`config.mk`:
```
export PLATFORM = sky130hd
export DESIGN_NAME = spi_fifo_transfer_control
export DESIGN_NICKNAME = d
export VERILOG_FILES = /design/src/hdl/spi_xfer_pkg.sv /design/src/hdl/spi_fifo_transfer_control.sv
export VERILOG_INCLUDE_DIRS = /design/src /design/src/hdl
export SDC_FILE = /design/constraint.sdc
export NUM_CORES = 1
export LEC_CHECK = 0
export BUFFER_PORTS_ARGS = -buffer_cell sky130_fd_sc_hd__buf_2
export CELL_PAD_IN_SITES_DETAIL_PLACEMENT = 1
export CELL_PAD_IN_SITES_GLOBAL_PLACEMENT = 2
export CORE_UTILIZATION = 44
export CTS_BUF_LIST = sky130_fd_sc_hd__clkbuf_16
export CTS_CLUSTER_DIAMETER = 60
export DETAILED_ROUTE_END_ITERATION = 16
export PLACE_DENSITY = 0.86
export SLEW_MARGIN = 15
export SYNTH_ARGS = -nofsm -noshare
export SYNTH_HDL_FRONTEND = slang
export SYNTH_SLANG_ARGS = --single-unit
export TNS_END_PERCENT = 10
```
`constraint.sdc`:
```
create_clock -name i_sys_clk -period 5.7 [get_ports i_sys_clk]
set_input_delay 0.855 -clock i_sys_clk [delete_from_list [all_inputs] [get_ports i_sys_clk]]
set_output_delay 0.855 -clock i_sys_clk [all_outputs]
set_load 0.02 [all_outputs]
```
`src/hdl/spi_xfer_defines.svh`:
```
// Constants for the serial port transfer control block.
`ifndef SPI_XFER_DEFINES_SVH
`define SPI_XFER_DEFINES_SVH
`define OFS_STATUS 8'h00
`define OFS_RX_DATA 8'h04
`define OFS_TX_DATA 8'h08
`define OFS_DIVIDER 8'h0C
`define OFS_CONTROL 8'h10
`define OFS_IRQ_MASK 8'h14
`define OFS_IRQ_STATUS 8'h18
`define CTL_RESET 16'h0000
`define DIV_RESET 8'h1B
`define CTL_THR_HI 15
`define CTL_THR_LO 14
`define CTL_TX_PURGE 13
`define CTL_RX_PURGE 12
`define CTL_CONT 11
`define CTL_LOOP 10
`define CTL_SOUT_EN 9
`define CTL_OVERWRITE 8
`define CTL_FILL_ZERO 7
`define CTL_TRIG_SEL 6
`define CTL_MASTER 1
`define CTL_ENABLE 0
`define IRQ_RX 0
`define IRQ_TX 1
`define IRQ_OVF 2
`define IRQ_UNF 3
`define FIFO_DEPTH 3'h4
`define BIT_LAST 3'h7
`define FILL_BYTE 8'h00
`endif

```
`src/hdl/spi_xfer_pkg.sv`:
```
// Types shared by the serial port transfer control block.
package spi_xfer_pkg;
   typedef struct packed {
      logic [7:0] addr;
      logic [31:0] wdata;
      logic wr;
      logic rd;
   } bus_req_t;
   typedef enum logic [2:0] {
      ST_IDLE = 3'b001,
      ST_XFER = 3'b010,
      ST_GAP = 3'b100
   } master_state_t;
endpackage
```
`src/hdl/spi_fifo_transfer_control.sv`:
```
// Serial port with 4-byte FIFOs, transfer control and interrupt logic.
// Operation
// - Threshold code n: tx irq after n+1 sent with trigger set, rx irq at n+1 stored with trigger clear.
// - Transmit purge empties the transmit FIFO; software clears it again.
// - While transmit purge holds, send last byte or zero per fill setting.
// - Writes to transmit data are ignored while transmit purge is set.
// - Receive purge empties the receive FIFO; software clears it again.
// - While receive purge holds, received bytes dropped, no interrupts.
// - Receive purge with read trigger: receive read starts a transfer.
// - Continuous master mode keeps select low while transmit data remains.
// - Single mode: one byte, then one serial clock idle gap.
// - Loopback routes serial output straight back to serial input.
// - Slave output drive off makes the slave data pin open drain.
// - Overwrite set and receive FIFO full: newest slot gets new byte.
// - Overwrite clear and receive FIFO full: new byte discarded.
// - A control bit selects the byte sent when transmit FIFO empty.
// - Fill bit set sends zero, clear resends last transmitted byte.
// - Trigger set: write starts transfer; clear: receive read starts it.
// - Overflow flag set on full receive, interrupts, cleared on read.
// - Master select bit chooses master or slave operation.
`timescale 1ns/100ps
`default_nettype none
`include "spi_xfer_defines.svh"
module spi_fifo_transfer_control
   import spi_xfer_pkg::*;
(
   input wire logic i_sys_clk,
   input wire logic i_reset,
   input wire bus_req_t i_bus,
   output logic [31:0] o_rdata,
   output logic o_irq,
   input wire logic i_sclk,
   input wire logic i_mosi,
   input wire logic i_miso,
   input wire logic i_ss_n,
   output logic o_sclk,
   output logic o_sclk_oe,
   output logic o_mosi,
   output logic o_mosi_oe,
   output logic o_miso,
   output logic o_miso_oe,
   output logic o_ss_n,
   output logic o_ss_oe
);
   logic [15:0] serial_port_control_reg;
   logic [7:0] divider_reg;
   logic [3:0] irq_mask_reg;
   logic [3:0] irq_status_reg;
   logic rx_overflow_flag_reg;
   logic read_pend_reg;
   logic [7:0] tx_mem [0:3];
   logic [7:0] rx_mem [0:3];
   logic [1:0] tx_wp_reg, tx_rp_reg, rx_wp_reg, rx_rp_reg;
   logic [2:0] tx_cnt_reg, rx_cnt_reg;
   logic [7:0] tx_sh_reg, rx_sh_reg, last_tx_reg;
   logic [2:0] bit_cnt_reg;
   logic [2:0] sent_cnt_reg;
   master_state_t state_reg;
   logic [7:0] div_cnt_reg;
   logic gap_half_reg;
   logic sclk_reg, ss_n_reg;
   logic [2:0] sclk_s, mosi_s, ss_s;
   logic [1:0] miso_s;

   wire logic [1:0] thr = serial_port_control_reg[`CTL_THR_HI:`CTL_THR_LO];
   wire logic tx_purge = serial_port_control_reg[`CTL_TX_PURGE];
   wire logic rx_purge = serial_port_control_reg[`CTL_RX_PURGE];
   wire logic cont_en = serial_port_control_reg[`CTL_CONT];
   wire logic loop_en = serial_port_control_reg[`CTL_LOOP];
   wire logic sout_en = serial_port_control_reg[`CTL_SOUT_EN];
   wire logic overwrite = serial_port_control_reg[`CTL_OVERWRITE];
   wire logic fill_zero = serial_port_control_reg[`CTL_FILL_ZERO];
   wire logic trig_sel = serial_port_control_reg[`CTL_TRIG_SEL];
   wire logic master = serial_port_control_reg[`CTL_MASTER];
   wire logic enable = serial_port_control_reg[`CTL_ENABLE];
   wire logic [2:0] thr_cnt = {1'b0, thr} + 3'h1;

   wire logic wr_tx = i_bus.wr && i_bus.addr == `OFS_TX_DATA;
   wire logic rd_rx = i_bus.rd && i_bus.addr == `OFS_RX_DATA;
   wire logic rd_st = i_bus.rd && i_bus.addr == `OFS_STATUS;
   wire logic tx_empty = tx_cnt_reg == 3'h0;
   wire logic tx_full = tx_cnt_reg == `FIFO_DEPTH;
   wire logic rx_empty = rx_cnt_reg == 3'h0;
   wire logic rx_full = rx_cnt_reg == `FIFO_DEPTH;

   // Pin synchronisers; only the second stage onward is read.
   always_ff @(posedge i_sys_clk or posedge i_reset) begin
      if (i_reset) begin
         sclk_s <= 3'h0;
         mosi_s <= 3'h0;
         ss_s <= 3'h7;
         miso_s <= 2'h0;
      end else begin
         sclk_s <= {sclk_s[1:0], i_sclk};
         mosi_s <= {mosi_s[1:0], i_mosi};
         ss_s <= {ss_s[1:0], i_ss_n};
         miso_s <= {miso_s[0], i_miso};
      end
   end

   // Master timing: one tick per half serial clock period.
   wire logic tick = div_cnt_reg == divider_reg;
   wire logic m_act = enable && master;
   wire logic s_act = enable && !master && !ss_s[1];
   wire logic m_start = m_act && state_reg == ST_IDLE
      && (trig_sel ? !tx_empty : read_pend_reg);
   wire logic m_rise = state_reg == ST_XFER && tick && !sclk_reg;
   wire logic m_fall = state_reg == ST_XFER && tick && sclk_reg;
   wire logic m_next = m_fall && bit_cnt_reg == 3'h0 && cont_en && !tx_empty;
   wire logic s_rise = s_act && sclk_s[1] && !sclk_s[2];
   wire logic s_fall = s_act && !sclk_s[1] && sclk_s[2];
   wire logic s_sel = enable && !master && !ss_s[1] && ss_s[2];

   wire logic load = master ? (m_start || m_next)
      : (s_sel || (s_fall && bit_cnt_reg == 3'h0));
   wire logic sample = master ? m_rise : s_rise;
   wire logic shift = master ? (m_fall && bit_cnt_reg != 3'h0)
      : (s_fall && bit_cnt_reg != 3'h0);
   wire logic done = sample && bit_cnt_reg == `BIT_LAST;
   wire logic ser_in = loop_en ? tx_sh_reg[7]
      : (master ? miso_s[1] : mosi_s[1]);
   wire logic [7:0] rx_byte = {rx_sh_reg[6:0], ser_in};
   wire logic tx_pop = load && !tx_empty && !tx_purge;
   wire logic underflow = load && (tx_empty || tx_purge);
   wire logic rx_push = done && !rx_purge && !rx_full;
   wire logic rx_pop = rd_rx && !rx_empty && !rx_purge;

   always_ff @(posedge i_sys_clk or posedge i_reset) begin
      if (i_reset) begin
         serial_port_control_reg <= `CTL_RESET;
         divider_reg <= `DIV_RESET;
         irq_mask_reg <= 4'h0;
      end else if (i_bus.wr) begin
         if (i_bus.addr == `OFS_CONTROL) begin
            serial_port_control_reg <= i_bus.wdata[15:0];
         end
         if (i_bus.addr == `OFS_DIVIDER) begin
            divider_reg <= i_bus.wdata[7:0];
         end
         if (i_bus.addr == `OFS_IRQ_MASK) begin
            irq_mask_reg <= i_bus.wdata[3:0];
         end
      end
   end

   // Transmit FIFO.
   always_ff @(posedge i_sys_clk or posedge i_reset) begin
      if (i_reset) begin
         tx_wp_reg <= 2'h0;
         tx_rp_reg <= 2'h0;
         tx_cnt_reg <= 3'h0;
      end else if (tx_purge) begin
         tx_wp_reg <= 2'h0;
         tx_rp_reg <= 2'h0;
         tx_cnt_reg <= 3'h0;
      end else begin
         if (wr_tx && !tx_full) begin
            tx_wp_reg <= tx_wp_reg + 2'h1;
         end
         if (tx_pop) begin
            tx_rp_reg <= tx_rp_reg + 2'h1;
         end
         if (wr_tx && !tx_full && !tx_pop) begin
            tx_cnt_reg <= tx_cnt_reg + 3'h1;
         end else if (tx_pop && !(wr_tx && !tx_full)) begin
            tx_cnt_reg <= tx_cnt_reg - 3'h1;
         end
      end
   end

   always_ff @(posedge i_sys_clk) begin
      if (wr_tx && !tx_full && !tx_purge) begin
         tx_mem[tx_wp_reg] <= i_bus.wdata[7:0];
      end
      if (rx_push) begin
         rx_mem[rx_wp_reg] <= rx_byte;
      end else if (done && !rx_purge && overwrite) begin
         rx_mem[rx_wp_reg - 2'h1] <= rx_byte;
      end
   end

   // Receive FIFO; a full FIFO without overwrite keeps its bytes.
   always_ff @(posedge i_sys_clk or posedge i_reset) begin
      if (i_reset) begin
         rx_wp_reg <= 2'h0;
         rx_rp_reg <= 2'h0;
         rx_cnt_reg <= 3'h0;
      end else if (rx_purge) begin
         rx_wp_reg <= 2'h0;
         rx_rp_reg <= 2'h0;
         rx_cnt_reg <= 3'h0;
      end else begin
         if (rx_push) begin
            rx_wp_reg <= rx_wp_reg + 2'h1;
         end
         if (rx_pop) begin
            rx_rp_reg <= rx_rp_reg + 2'h1;
         end
         if (rx_push && !rx_pop) begin
            rx_cnt_reg <= rx_cnt_reg + 3'h1;
         end else if (rx_pop && !rx_push) begin
            rx_cnt_reg <= rx_cnt_reg - 3'h1;
         end
      end
   end

   // Shift registers and bit counter shared by master and slave.
   always_ff @(posedge i_sys_clk or posedge i_reset) begin
      if (i_reset) begin
         tx_sh_reg <= `FILL_BYTE;
         rx_sh_reg <= 8'h00;
         last_tx_reg <= `FILL_BYTE;
         bit_cnt_reg <= 3'h0;
      end else begin
         if (load) begin
            if (tx_pop) begin
               tx_sh_reg <= tx_mem[tx_rp_reg];
               last_tx_reg <= tx_mem[tx_rp_reg];
            end else if (fill_zero) begin
               tx_sh_reg <= `FILL_BYTE;
            end else begin
               tx_sh_reg <= last_tx_reg;
            end
            bit_cnt_reg <= 3'h0;
         end else if (shift) begin
            tx_sh_reg <= {tx_sh_reg[6:0], 1'b0};
         end
         if (sample) begin
            rx_sh_reg <= rx_byte;
            bit_cnt_reg <= bit_cnt_reg + 3'h1;
         end
         if (!enable || (!master && ss_s[1])) begin
            bit_cnt_reg <= 3'h0;
         end
      end
   end

   // Master sequencer.
   always_ff @(posedge i_sys_clk or posedge i_reset) begin
      if (i_reset) begin
         state_reg <= ST_IDLE;
         sclk_reg <= 1'b0;
         ss_n_reg <= 1'b1;
         div_cnt_reg <= 8'h00;
         gap_half_reg <= 1'b0;
      end else if (!m_act) begin
         state_reg <= ST_IDLE;
         sclk_reg <= 1'b0;
         ss_n_reg <= 1'b1;
         div_cnt_reg <= 8'h00;
      end else begin
         div_cnt_reg <= (tick || state_reg == ST_IDLE) ? 8'h00
            : div_cnt_reg + 8'h01;
         case (state_reg)
            ST_IDLE: begin
               if (m_start) begin
                  state_reg <= ST_XFER;
                  ss_n_reg <= 1'b0;
               end
            end
            ST_XFER: begin
               if (m_rise) begin
                  sclk_reg <= 1'b1;
               end else if (m_fall) begin
                  sclk_reg <= 1'b0;
                  if (bit_cnt_reg == 3'h0 && !m_next) begin
                     ss_n_reg <= 1'b1;
                     state_reg <= cont_en ? ST_IDLE : ST_GAP;
                     gap_half_reg <= 1'b0;
                  end
               end
            end
            ST_GAP: begin
               if (tick) begin
                  gap_half_reg <= 1'b1;
                  if (gap_half_reg) begin
                     state_reg <= ST_IDLE;
                  end
               end
            end
            default: begin
               state_reg <= ST_IDLE;
            end
         endcase
      end
   end

   // A receive read arms one transfer in read-trigger mode.
   always_ff @(posedge i_sys_clk or posedge i_reset) begin
      if (i_reset) begin
         read_pend_reg <= 1'b0;
      end else if (rd_rx && !trig_sel && m_act) begin
         read_pend_reg <= 1'b1;
      end else if (m_start || trig_sel || !m_act) begin
         read_pend_reg <= 1'b0;
      end
   end

   // Bytes sent since the last transmit interrupt.
   always_ff @(posedge i_sys_clk or posedge i_reset) begin
      if (i_reset) begin
         sent_cnt_reg <= 3'h0;
      end else if (!trig_sel || tx_purge) begin
         sent_cnt_reg <= 3'h0;
      end else if (done) begin
         sent_cnt_reg <= (sent_cnt_reg + 3'h1 == thr_cnt) ? 3'h0
            : sent_cnt_reg + 3'h1;
      end
   end

   wire logic ev_tx = trig_sel && done && !tx_purge
      && sent_cnt_reg + 3'h1 == thr_cnt;
   wire logic ev_rx = !trig_sel && rx_push && rx_cnt_reg + 3'h1 == thr_cnt;
   wire logic ev_ovf = done && !rx_purge && rx_full;
   wire logic ev_unf = underflow && !tx_purge;
   wire logic [3:0] events = rx_purge ? 4'h0
      : {ev_unf, ev_ovf, ev_tx, ev_rx};

   // Sticky flags: a new event wins over a clear in the same cycle.
   always_ff @(posedge i_sys_clk or posedge i_reset) begin
      if (i_reset) begin
         irq_status_reg <= 4'h0;
         rx_overflow_flag_reg <= 1'b0;
      end else begin
         if (i_bus.wr && i_bus.addr == `OFS_IRQ_STATUS) begin
            irq_status_reg <= (irq_status_reg & ~i_bus.wdata[3:0]) | events;
         end else begin
            irq_status_reg <= irq_status_reg | events;
         end
         if (ev_ovf) begin
            rx_overflow_flag_reg <= 1'b1;
         end else if (rd_st) begin
            rx_overflow_flag_reg <= 1'b0;
         end
      end
   end

   always_ff @(posedge i_sys_clk or posedge i_reset) begin
      if (i_reset) begin
         o_rdata <= 32'h0000_0000;
      end else if (i_bus.rd) begin
         case (i_bus.addr)
            `OFS_STATUS: o_rdata <= {20'h0_0000, rx_cnt_reg > thr_cnt,
               rx_cnt_reg, rx_overflow_flag_reg, irq_status_reg[`IRQ_RX],
               irq_status_reg[`IRQ_TX], irq_status_reg[`IRQ_UNF],
               tx_cnt_reg, o_irq};
            `OFS_RX_DATA: o_rdata <= {24'h00_0000,
               rx_empty ? 8'h00 : rx_mem[rx_rp_reg]};
            `OFS_CONTROL: o_rdata <= {16'h0000, serial_port_control_reg};
            `OFS_IRQ_MASK: o_rdata <= {28'h000_0000, irq_mask_reg};
            `OFS_IRQ_STATUS: o_rdata <= {28'h000_0000, irq_status_reg};
            default: o_rdata <= 32'h0000_0000;
         endcase
      end else begin
         o_rdata <= 32'h0000_0000;
      end
   end

   assign o_irq = |(irq_status_reg & irq_mask_reg);
   assign o_sclk = sclk_reg;
   assign o_sclk_oe = m_act;
   assign o_ss_n = ss_n_reg;
   assign o_ss_oe = m_act;
   assign o_mosi = tx_sh_reg[7];
   assign o_mosi_oe = m_act;
   assign o_miso = tx_sh_reg[7];
   assign o_miso_oe = s_act && !loop_en && (sout_en || !tx_sh_reg[7]);
endmodule
`default_nettype wire

```
==> run metrics, run 1 <==
status complete, no violations; Seq/Total Area, Yosys 58.3%; most frequent cells after synthesis dfrtp_1, edfxtp_1, nand2_1; initial core utilization 45.6%; storage element area 4860 µm²; Critical Path Max Stage Delay 700 ps; post-CTS setup buffers 0; Routed WL per cell 21.6 µm; Seq cells post-synth 181; Placement Cell Area 8740 µm²; gr usage total 22.6%; die area 19500 µm²; initial antenna violation count 0; synth top area cells dfrtp_1, edfxtp_1, mux4_2, mux2_2, dfstp_2; Buffers on Ports 56; mean post-synth cell area 12.7 µm²; GPL Wtd Cong 0.800; Root Driver clkbuf_16; Sink Count 181; Fillers 1881; Setup Viol. Count Final 0; count leader, synth dfrtp_1; worst reg2reg path depth 11; CTS tree built; Synth cell types 62; worst-path cell chain xnor2_1, nand4_1, nor2_1, a21oi_1, buf_4, nand2b_1, nor2b_1, fa_1, and2_1, mux2i_1, mux2_2; Final Instance Area 9300 µm²; worst vdd ir 0.000231 V; Core ar. 18300 µm²; Mapped Area 8340 µm²; Die Wd 140 µm; grt ovf 0; routed vias 5388; largest registers rx_mem (32), tx_mem (32); Combinational Power Share 13.1%; Seq pwr share 49.5%; maximum level of the CTS H-tree 4; Yosys top cell area share 32.4%; clk slew on worst S/H paths 70 ps; delay-heaviest family, CP simple AND/OR/NAND/NOR gates; relative slew slack 31.8%; RSZ-0062 raised after global routing no; Max Transition Viols Final 0; TritonRoute pass-1 iters 4; later-pin clock latency in the skew report 440 ps; Synth area leader dfrtp_1; number of synthesized flops with an enable pin 64; Hold Crit Depth 0; startpoint types flop; YS warnings 0; critical path fanouts, max 20; Max Cap Violations 0; switching pwr 0.849 mW; multi-input logic area 3190 µm²; Hold Path Class flop to flop; drt drc 0; Final #Nets 770; part of the cycle the worst path needs 66.4%; Highest Clock Rate 264 MHz; # rows 49; Clk pwr share 37.3%; final hold vios 0; FF-to-FF End tx_cnt_reg[2]$_DFFE_PP0P_; Mapped Cells 655; setup_tns 0 ps; ys flop type dfrtp_1; largest net degree at the start of global routing 83; leakage 4.02 nW; CP Capture Type flop; Total Wirelength 20400 µm; async set-reset flop share out of synthesis 64.6%; Routed Antenna Nets 0; first-pass GRT wire length 32900 µm; min Tclk post-route 3780 ps; Ports 89; vias in the first global route 5852; DR iter-0 viols 418; post-DP HPWL 14300 µm; Worst Max-Slew Pin Slew 1020 ps; WHS Endpoint mosi_s[1]$_DFF_PP0_; Inserted Diodes 0; Worst Path Buf+Inv 1; hold_sp mosi_s[0]$_DFF_PP0_; Power Density 326 nW/µm²; sw frac 28.0%; DIE HEIGHT 140 µm; Reg-to-Reg Start divider_reg[4]$_DFFE_PP1P_; CTS max path bufs 2; Int Pwr 2.18 mW; fraction of layout cells with a size suffix above 1 23.0%; CP max stage cell nor2_1; flop2flop setup slack 1920 ps; Final Skew 8.15 ps; CTS buffer count 17; CP Data Arrival Time 4100 ps; CP required 6020 ps; CP Class flop to flop; # hold bufs at CTS 0; vias per std cell 5.69; post-CTS sizing 0; Area Growth Syn to Fin 11.5%
==> power by group through the flow <==
stage	Combinational, mW	Sequential [mW]	Clock [mW]
2_1_floorplan	0.314	1.48	0
3_3_place_gp	0.371	1.52	0
3_5_place_dp	0.395	1.52	0
4_1_cts	0.400	1.50	1.15
5_1_grt	0.443	1.51	1.20
6_report	0.398	1.50	1.13
==> metrics by stage <==
stage               setup WS (ps)  util (%)  hold slack (ps)  std cells  total power, mW
global placement             2070      47.8              332        915             1.89
CTS                          1940      50.9              355        947             3.04
detailed placement           1950      47.8              339        915             1.92
finish                       1920      50.9              356        947             3.03
global route                 1590      50.9              367        947             3.15
floorplan                    1760         -              331        670             1.79
==> worst max-delay path by stage <==
stage | cells past startpoint | from | to
after floorplan | 1 | i_reset | bit_cnt_reg[0]$_DFFE_PP0P_
after global placement | 11 | divider_reg[4]$_DFFE_PP1P_ | tx_cnt_reg[2]$_DFFE_PP0P_
after detailed placement | 11 | divider_reg[4]$_DFFE_PP1P_ | tx_cnt_reg[2]$_DFFE_PP0P_
after CTS | 11 | divider_reg[4]$_DFFE_PP1P_ | tx_cnt_reg[2]$_DFFE_PP0P_
after global routing | 11 | divider_reg[4]$_DFFE_PP1P_ | tx_cnt_reg[2]$_DFFE_PP0P_
final | 11 | divider_reg[4]$_DFFE_PP1P_ | tx_cnt_reg[2]$_DFFE_PP0P_
==> cell type report <==
type	instances	area share, %
Multi-Input combinational cell	421	34.3
Sequential cell	181	52.3
Inverter	24	1.02
Clock buffer	17	4.57
Clock inverter	15	1.43
Timing Repair Buffer	60	3.34
Tap cell	229	3.08
==> placed cells by master, fill, tap and decap left out, types with 8 or more instances in the layout <==
master / synthesis / routed
xor2_1: 10 / 10
mux4_2: 16 / 16
mux2i_1: 17 / 17
a22oi_1: 9 / 9
inv_1: 24 / 25
clkbuf_16: 0 / 17
dfrtp_1: 108 / 108
a21oi_1: 30 / 30
nand3_1: 15 / 15
mux2_2: 30 / 30
mux2_4: 10 / 10
nor3b_1: 11 / 11
and2_1: 9 / 9
o21ai_0: 11 / 11
dfstp_2: 9 / 9
a211oi_1: 8 / 8
conb_1: 1 / 16
ha_1: 16 / 16
xnor2_1: 20 / 20
nor2_1: 47 / 47
nand2_1: 55 / 55
and3_1: 9 / 9
edfxtp_1: 64 / 64
buf_2: 3 / 56
==> per-layer routing <==
metal | wire length (µm) | track usage (%) | vias to the layer above
met5 | 0 | 0 | -
met4 | 454 | 8.79 | 0
met3 | 686 | 3.34 | 32
met2 | 10400 | 38.4 | 146
met1 | 8920 | 29.4 | 2780
li1 | - | - | 2430
==> cell families after synthesis <==
| kind of cell | Yosys count | share of synthesized area, % |
|---|---|---|
| fa+ha+maj | 17 | 2.64 |
| mux | 73 | 12.2 |
| buf+inv | 68 | 4.14 |
| other cells | 1 | 0.0450 |
| compound gates | 91 | 7.31 |
| flops | 181 | 58.3 |
| xor+xnor | 30 | 3.15 |
| simple gates | 194 | 12.2 |
==> worst reg2reg max path, delay by kind of cell, from the launching register on <==
family | cells | cell delay [ps]
AOI/OAI and AO/OA | 1 | 150
xor gates and xnor gates | 1 | 120
adders and majority gates | 1 | 400
buffers and inverters | 1 | 260
DFF | 1 | 550
muxes | 2 | 510
and+or+nand+nor | 5 | 1680
Note: power is estimated with default switching activity, not from simulation.
==> run 2, diff against run 1 <==
--- a/config.mk
+++ b/config.mk
@@ -6,14 +6,15 @@
 export SDC_FILE = /design/constraint.sdc
 export NUM_CORES = 1
 export LEC_CHECK = 0
+export ABC_AREA = 1
 export BUFFER_PORTS_ARGS = -buffer_cell sky130_fd_sc_hd__buf_2
 export CELL_PAD_IN_SITES_DETAIL_PLACEMENT = 1
 export CELL_PAD_IN_SITES_GLOBAL_PLACEMENT = 2
-export CORE_UTILIZATION = 44
+export CORE_UTILIZATION = 34
 export CTS_BUF_LIST = sky130_fd_sc_hd__clkbuf_16
 export CTS_CLUSTER_DIAMETER = 60
 export DETAILED_ROUTE_END_ITERATION = 16
-export PLACE_DENSITY = 0.86
+export PLACE_DENSITY = 0.77
 export SLEW_MARGIN = 15
 export SYNTH_ARGS = -nofsm -noshare
 export SYNTH_HDL_FRONTEND = slang
==> constraint.sdc (replaced) <==
create_clock -name i_sys_clk -period 3.4 [get_ports i_sys_clk]
set_input_delay 0.51 -clock i_sys_clk [delete_from_list [all_inputs] [get_ports i_sys_clk]]
set_output_delay 0.51 -clock i_sys_clk [all_outputs]
set_load 0.02 [all_outputs]
==> run metrics, run 2 <==
status complete, no violations; RSZ-0062 raised after global routing no; part of the cycle the worst path needs 76.7%; gr usage total 18.1%; Area Growth Syn to Fin 15.0%; CP required 3720 ps; Worst Path Buf+Inv 1; Setup Viol. Count Final 0; initial antenna violation count 0; CTS max path bufs 2; die area 25600 µm²; CP max stage cell dfrtp_1; largest family of logic cells by synthesized area simple AND/OR/NAND/NOR gates; final core utilization 40.0%; CTS buffer count 17; most frequent cells in the layout nand2_1, dfrtp_1, inv_1, nor2_1, o21ai_0; switching pwr 1.38 mW; Ports 89; largest net degree at the start of global routing 40; min Tclk post-route 2610 ps; Synth area leader dfrtp_1; Clk pwr share 41.7%; Routed Antenna Nets 0; Max Cap Violations 0; Mapped Area 8490 µm²; sw frac 28.3%; post-synthesis adder-cell area fraction 2.59%; Mapped Cells 872; GPL Wtd Cong 0.813; Highest Clock Rate 384 MHz; ys flop type dfrtp_1; grt ovf 0; startpoint types flop; clk slew on worst S/H paths 80 ps; drt drc 0; DIE HEIGHT 160 µm; mux contribution to synthesized area 0.796%; Inserted Diodes 0; initial core utilization 34.8%; async set-reset flop share out of synthesis 64.6%; Placement Cell Area 9130 µm²; Die Wd 160 µm; Final Instance Area 9760 µm²; leakage 4.31 nW; CP Capture Type flop; Max Transition Viols Final 0; Seq cells post-synth 181; post-CTS setup buffers 0; Hold Path Class input pin to asynchronous set/reset pin; Buffers on Ports 56; Critical Path Max Stage Delay 420 ps; slack of the critical path 793 ps; routed vias 6192; Synth Area in Simple Gates 17.4%; Seq/Total Area, Yosys 57.2%; Core ar. 24400 µm²; mean post-synth cell area 9.74 µm²; Root Driver clkbuf_16; Combinational Power Share 8.9%; YS warnings 0; Yosys top cell area share 31.8%; CP Data Arrival Time 2930 ps; # hold bufs at CTS 0; CTS tree built; maximum level of the CTS H-tree 4; Worst Max-Slew Pin Slew 641 ps; non-filler instance count after layout 1277; Total Wirelength 21700 µm; number of synthesized flops with an enable pin 64; Sink Count 181; Power, Total 4.87 mW; DR iter-0 viols 289; setup_tns 0 ps; synth top area cells dfrtp_1, edfxtp_1, nand2_1, o21ai_0, inv_1; post-synthesis xor/xnor area fraction 1.65%; delay-heaviest family, CP simple AND/OR/NAND/NOR gates; worst hold slack 25.2 ps; largest registers rx_mem (32), tx_mem (32); CP Class flop to flop; Final Skew 16.1 ps; most frequent cells after synthesis nand2_1, dfrtp_1, inv_1; vias per std cell 4.85; first-pass GRT wire length 35700 µm; cell count after placement 1245; final hold vios 0; Final #Nets 1005; critical path fanouts, max 4; vias in the first global route 6427; pre-CTS WS 740 ps; post-synthesis compound-gate area fraction 12.3%; relative slew slack 57.1%; TritonRoute pass-1 iters 4; Synth cell types 54; Seq pwr share 49.4%; count leader, synth nand2_1; post-DP HPWL 16000 µm; Routed WL per cell 17.0 µm; Int Pwr 3.49 mW; later-pin clock latency in the skew report 440 ps; Power Density 499 nW/µm²; Fillers 2800; most common cell after layout, fill and taps aside nand2_1; fraction of layout cells with a size suffix above 1 16.5%; worst-path cell chain nor3_2, nand3_1, nor2_2, nand3_2, nand2_4, nand4_4, nand2_1, inv_1, fa_1, xnor2_1, nand3b_1, nand3_1, nand2_1; post-CTS sizing 0; # rows 57; worst vdd ir 0.000247 V; flop2flop setup slack 790 ps
[run 2: path summary, 6_finish.rpt]
check	depth (start not counted)	end	startpoint
max in group asynchronous	3	divider_reg[1]$_DFFE_PP1P_	i_reset
worst min register to register	0	mosi_s[1]$_DFF_PP0_	mosi_s[0]$_DFF_PP0_
worst max register to register	13	tx_cnt_reg[2]$_DFFE_PP0P_	state_reg[2]$_DFFE_PP0P_
min in group i_sys_clk	1	ss_s[0]$_DFF_PP1_	i_ss_n
worst min-delay path	2	irq_mask_reg[2]$_DFFE_PP0P_	i_reset
worst max-delay path	13	tx_cnt_reg[2]$_DFFE_PP0P_	state_reg[2]$_DFFE_PP0P_
[run 2: layout make-up]
| cell class | count | area (µm²) | share of cell area (%) |
|---|---|---|---|
| clock inverters | 15 | 204 | 2.09 |
| multi-input cells | 550 | 3010 | 30.9 |
| flip-flops and latches | 181 | 4860 | 49.8 |
| well taps | 324 | 405 | 4.15 |
| repair buffers | 72 | 400 | 4.10 |
| clock buffers | 17 | 425 | 4.36 |
| inverters | 118 | 454 | 4.65 |
[run 2: routing by layer]
layer / vias up / part of all wire [%] / global-route usage, %
li1: 3022 / - / -
met1: 3058 / 47 / 24.4
met2: 91 / 48 / 29.9
met3: 21 / 3.2 / 2.78
met4: 0 / 1.6 / 5.97
met5: - / 0 / 0
[run 2: cell families after synthesis]
family,after synthesis
AO/OA/AOI/OAI,177
XOR/XNOR,16
adder cells (fa/ha/maj),17
buffers and inverters,156
flip-flops,181
multiplexers,6
other,1
AND/OR/NAND/NOR,318
[run 2: worst register-to-register path, delay by kind of cell (launching register included)]
kind                       cells  cell delay (ps)
buffers and inverters          1               50
and+or+nand+nor               10             1500
xor gates and xnor gates       1              150
adders and majority gates      1              370
DFF                            1              420
[run 2: power by group through the flow]
stage | Clock (mW) | Sequential (mW) | Combinational, mW
detailed placement | 0 | 2.45 | 0.434
global route | 2.17 | 2.41 | 0.487
floorplan | 0 | 2.44 | 0.311
CTS | 2.09 | 2.40 | 0.440
global placement | 0 | 2.45 | 0.426
finish | 2.03 | 2.40 | 0.433
==> run 3, diff against run 2 <==
--- a/config.mk
+++ b/config.mk
@@ -10,11 +10,11 @@
 export BUFFER_PORTS_ARGS = -buffer_cell sky130_fd_sc_hd__buf_2
 export CELL_PAD_IN_SITES_DETAIL_PLACEMENT = 1
 export CELL_PAD_IN_SITES_GLOBAL_PLACEMENT = 2
-export CORE_UTILIZATION = 34
+export CORE_UTILIZATION = 37
 export CTS_BUF_LIST = sky130_fd_sc_hd__clkbuf_16
 export CTS_CLUSTER_DIAMETER = 60
 export DETAILED_ROUTE_END_ITERATION = 16
-export PLACE_DENSITY = 0.77
+export PLACE_DENSITY = 0.8
 export SLEW_MARGIN = 15
 export SYNTH_ARGS = -nofsm -noshare
 export SYNTH_HDL_FRONTEND = slang
==> constraint.sdc (replaced) <==
create_clock -name i_sys_clk -period 2.7 [get_ports i_sys_clk]
set_input_delay 0.405 -clock i_sys_clk [delete_from_list [all_inputs] [get_ports i_sys_clk]]
set_output_delay 0.405 -clock i_sys_clk [all_outputs]
set_load 0.02 [all_outputs]
==> run metrics, run 3 (synthesis gave the netlist of run 2 again) <==
status finished with violations; failing checks DRC; Worst Setup SP divider_reg[3]$_DFFE_PP1P_; maximum level of the CTS H-tree 4; DIE HEIGHT 154 µm; relative slew slack 59.4%; die area 23600 µm²; largest net degree at the start of global routing 46; critical path fanouts, max 3; Routed Antenna Nets 0; Power, Total 6.27 mW; worst hold slack 2.98 ps; Max Transition Viols Final 0; vias per std cell 5.04; drt drc 2; Max Cap Violations 0; most common cell after layout, fill and taps aside nand2_1; final hold vios 0; GPL Wtd Cong 0.828; Hold Path Class input pin to asynchronous set/reset pin; first-pass GRT wire length 35400 µm; Inserted Diodes 0; Core ar. 22600 µm²; initial antenna violation count 0; CP Capture Type flop; most frequent cells in the layout nand2_1, dfrtp_1, inv_1, nor2_1, o21ai_0; TritonRoute pass-1 iters 10; grt ovf 0; Final Skew 12.3 ps; pre-CTS WS 132 ps; CP Data Arrival Time 2860 ps; post-DP HPWL 16000 µm; worst reg2reg path depth 18; part of the cycle the worst path needs 93.5%; Worst Max-Slew Pin Slew 609 ps; # rows 55; Root Driver clkbuf_16; Buffers on Ports 56; Power Density 633 nW/µm²; Fillers 2599; cell count after placement 1221; CP Class flop to flop; Placement Cell Area 9210 µm²; later-pin clock latency in the skew report 450 ps; CTS buffer count 17; min Tclk post-route 2520 ps; Reg-to-Reg Start divider_reg[3]$_DFFE_PP1P_; Final Instance Area 9900 µm²; leakage 4.42 nW; Final #Nets 1023; startpoint types flop; FF-to-FF End tx_cnt_reg[2]$_DFFE_PP0P_; Total Wirelength 22000 µm; Routed WL per cell 17.5 µm; Sink Count 181; clk slew on worst S/H paths 80 ps; CP required 3040 ps; Setup Viol. Count Final 0; flop2flop setup slack 180 ps; # hold bufs at CTS 0; final core utilization 43.9%; DR iter-0 viols 318; largest registers rx_mem (32), tx_mem (32); CTS max path bufs 2; routed vias 6325; Area Growth Syn to Fin 16.6%; setup_tns 0 ps; Die Wd 154 µm; Highest Clock Rate 396 MHz; RSZ-0062 raised after global routing no; worst vdd ir 0.000370 V; fraction of layout cells with a size suffix above 1 18.3%; gr usage total 19.9%; non-filler instance count after layout 1256; Ports 89; CTS tree built; vias in the first global route 6462; slack of the critical path 176 ps; initial core utilization 37.6%
-- run 3: cell types whose count changed in the layout (fill, tap and decap cells not counted), moves of 2 or more --
cell	change
inv_6	-2
buf_4	+17
clkinv_4	-2
inv_12	+3
inv_8	+2
clkinv_8	-2
-- run 3: how the worst max path moves through the flow --
stage                                      endpoint  cells past startpoint
after global placement    tx_cnt_reg[2]$_DFFE_PP0P_                     18
final                     tx_cnt_reg[2]$_DFFE_PP0P_                     18
after CTS                 tx_cnt_reg[2]$_DFFE_PP0P_                     18
after detailed placement  tx_cnt_reg[2]$_DFFE_PP0P_                     18
after global routing      tx_cnt_reg[2]$_DFFE_PP0P_                     18
after floorplan              rx_mem[3][0]$_DFFE_PP_                     13
-- run 3: critical path: stages (launching register included) --
cell and delay, ps:
dfstp_2 550, inv_1 40, nand2_1 60, nand2_2 60
clkinv_1 40, nand2_1 50, nor2_2 130, nand3_2 110
nor2_4 150, nand3_2 90, nand2_4 110, nand4_4 80
nand2_1 90, inv_1 60, fa_2 330, xnor2_1 140
nand3b_1 170, nand3_1 90, nand2_1 50
-- run 3: layout make-up --
class | count | area (µm²) | share of cell area [%]
clock buffer | 17 | 425 | 4.30
clock inverter | 15 | 228 | 2.30
inverter | 118 | 454 | 4.59
multi-input combinational | 550 | 3030 | 30.6
sequential | 181 | 4860 | 49.1
tap | 285 | 357 | 3.60
timing repair buffer | 90 | 548 | 5.54
-- run 3: where the power goes --
group	internal, mW	switching, mW	total [mW]
sequential	2.96	0.0691	3.03
combinational	0.186	0.388	0.574
clock	1.31	1.35	2.67
total	4.46	1.81	6.27
-- run 3: metal layers --
layer	up-vias	global-route usage (%)	wire [µm]
li1	3059	-	-
met1	3150	26.3	10200
met2	95	33.4	10900
met3	21	3.33	547
met4	0	5.95	293
met5	-	0	0
-- run 3: repair_timing --
item / 4_1_cts / 5_1_grt
gates resized for setup: 0 / 4
endpoints found under the setup margin: 0 / 1
buffers inserted: 0 / 3
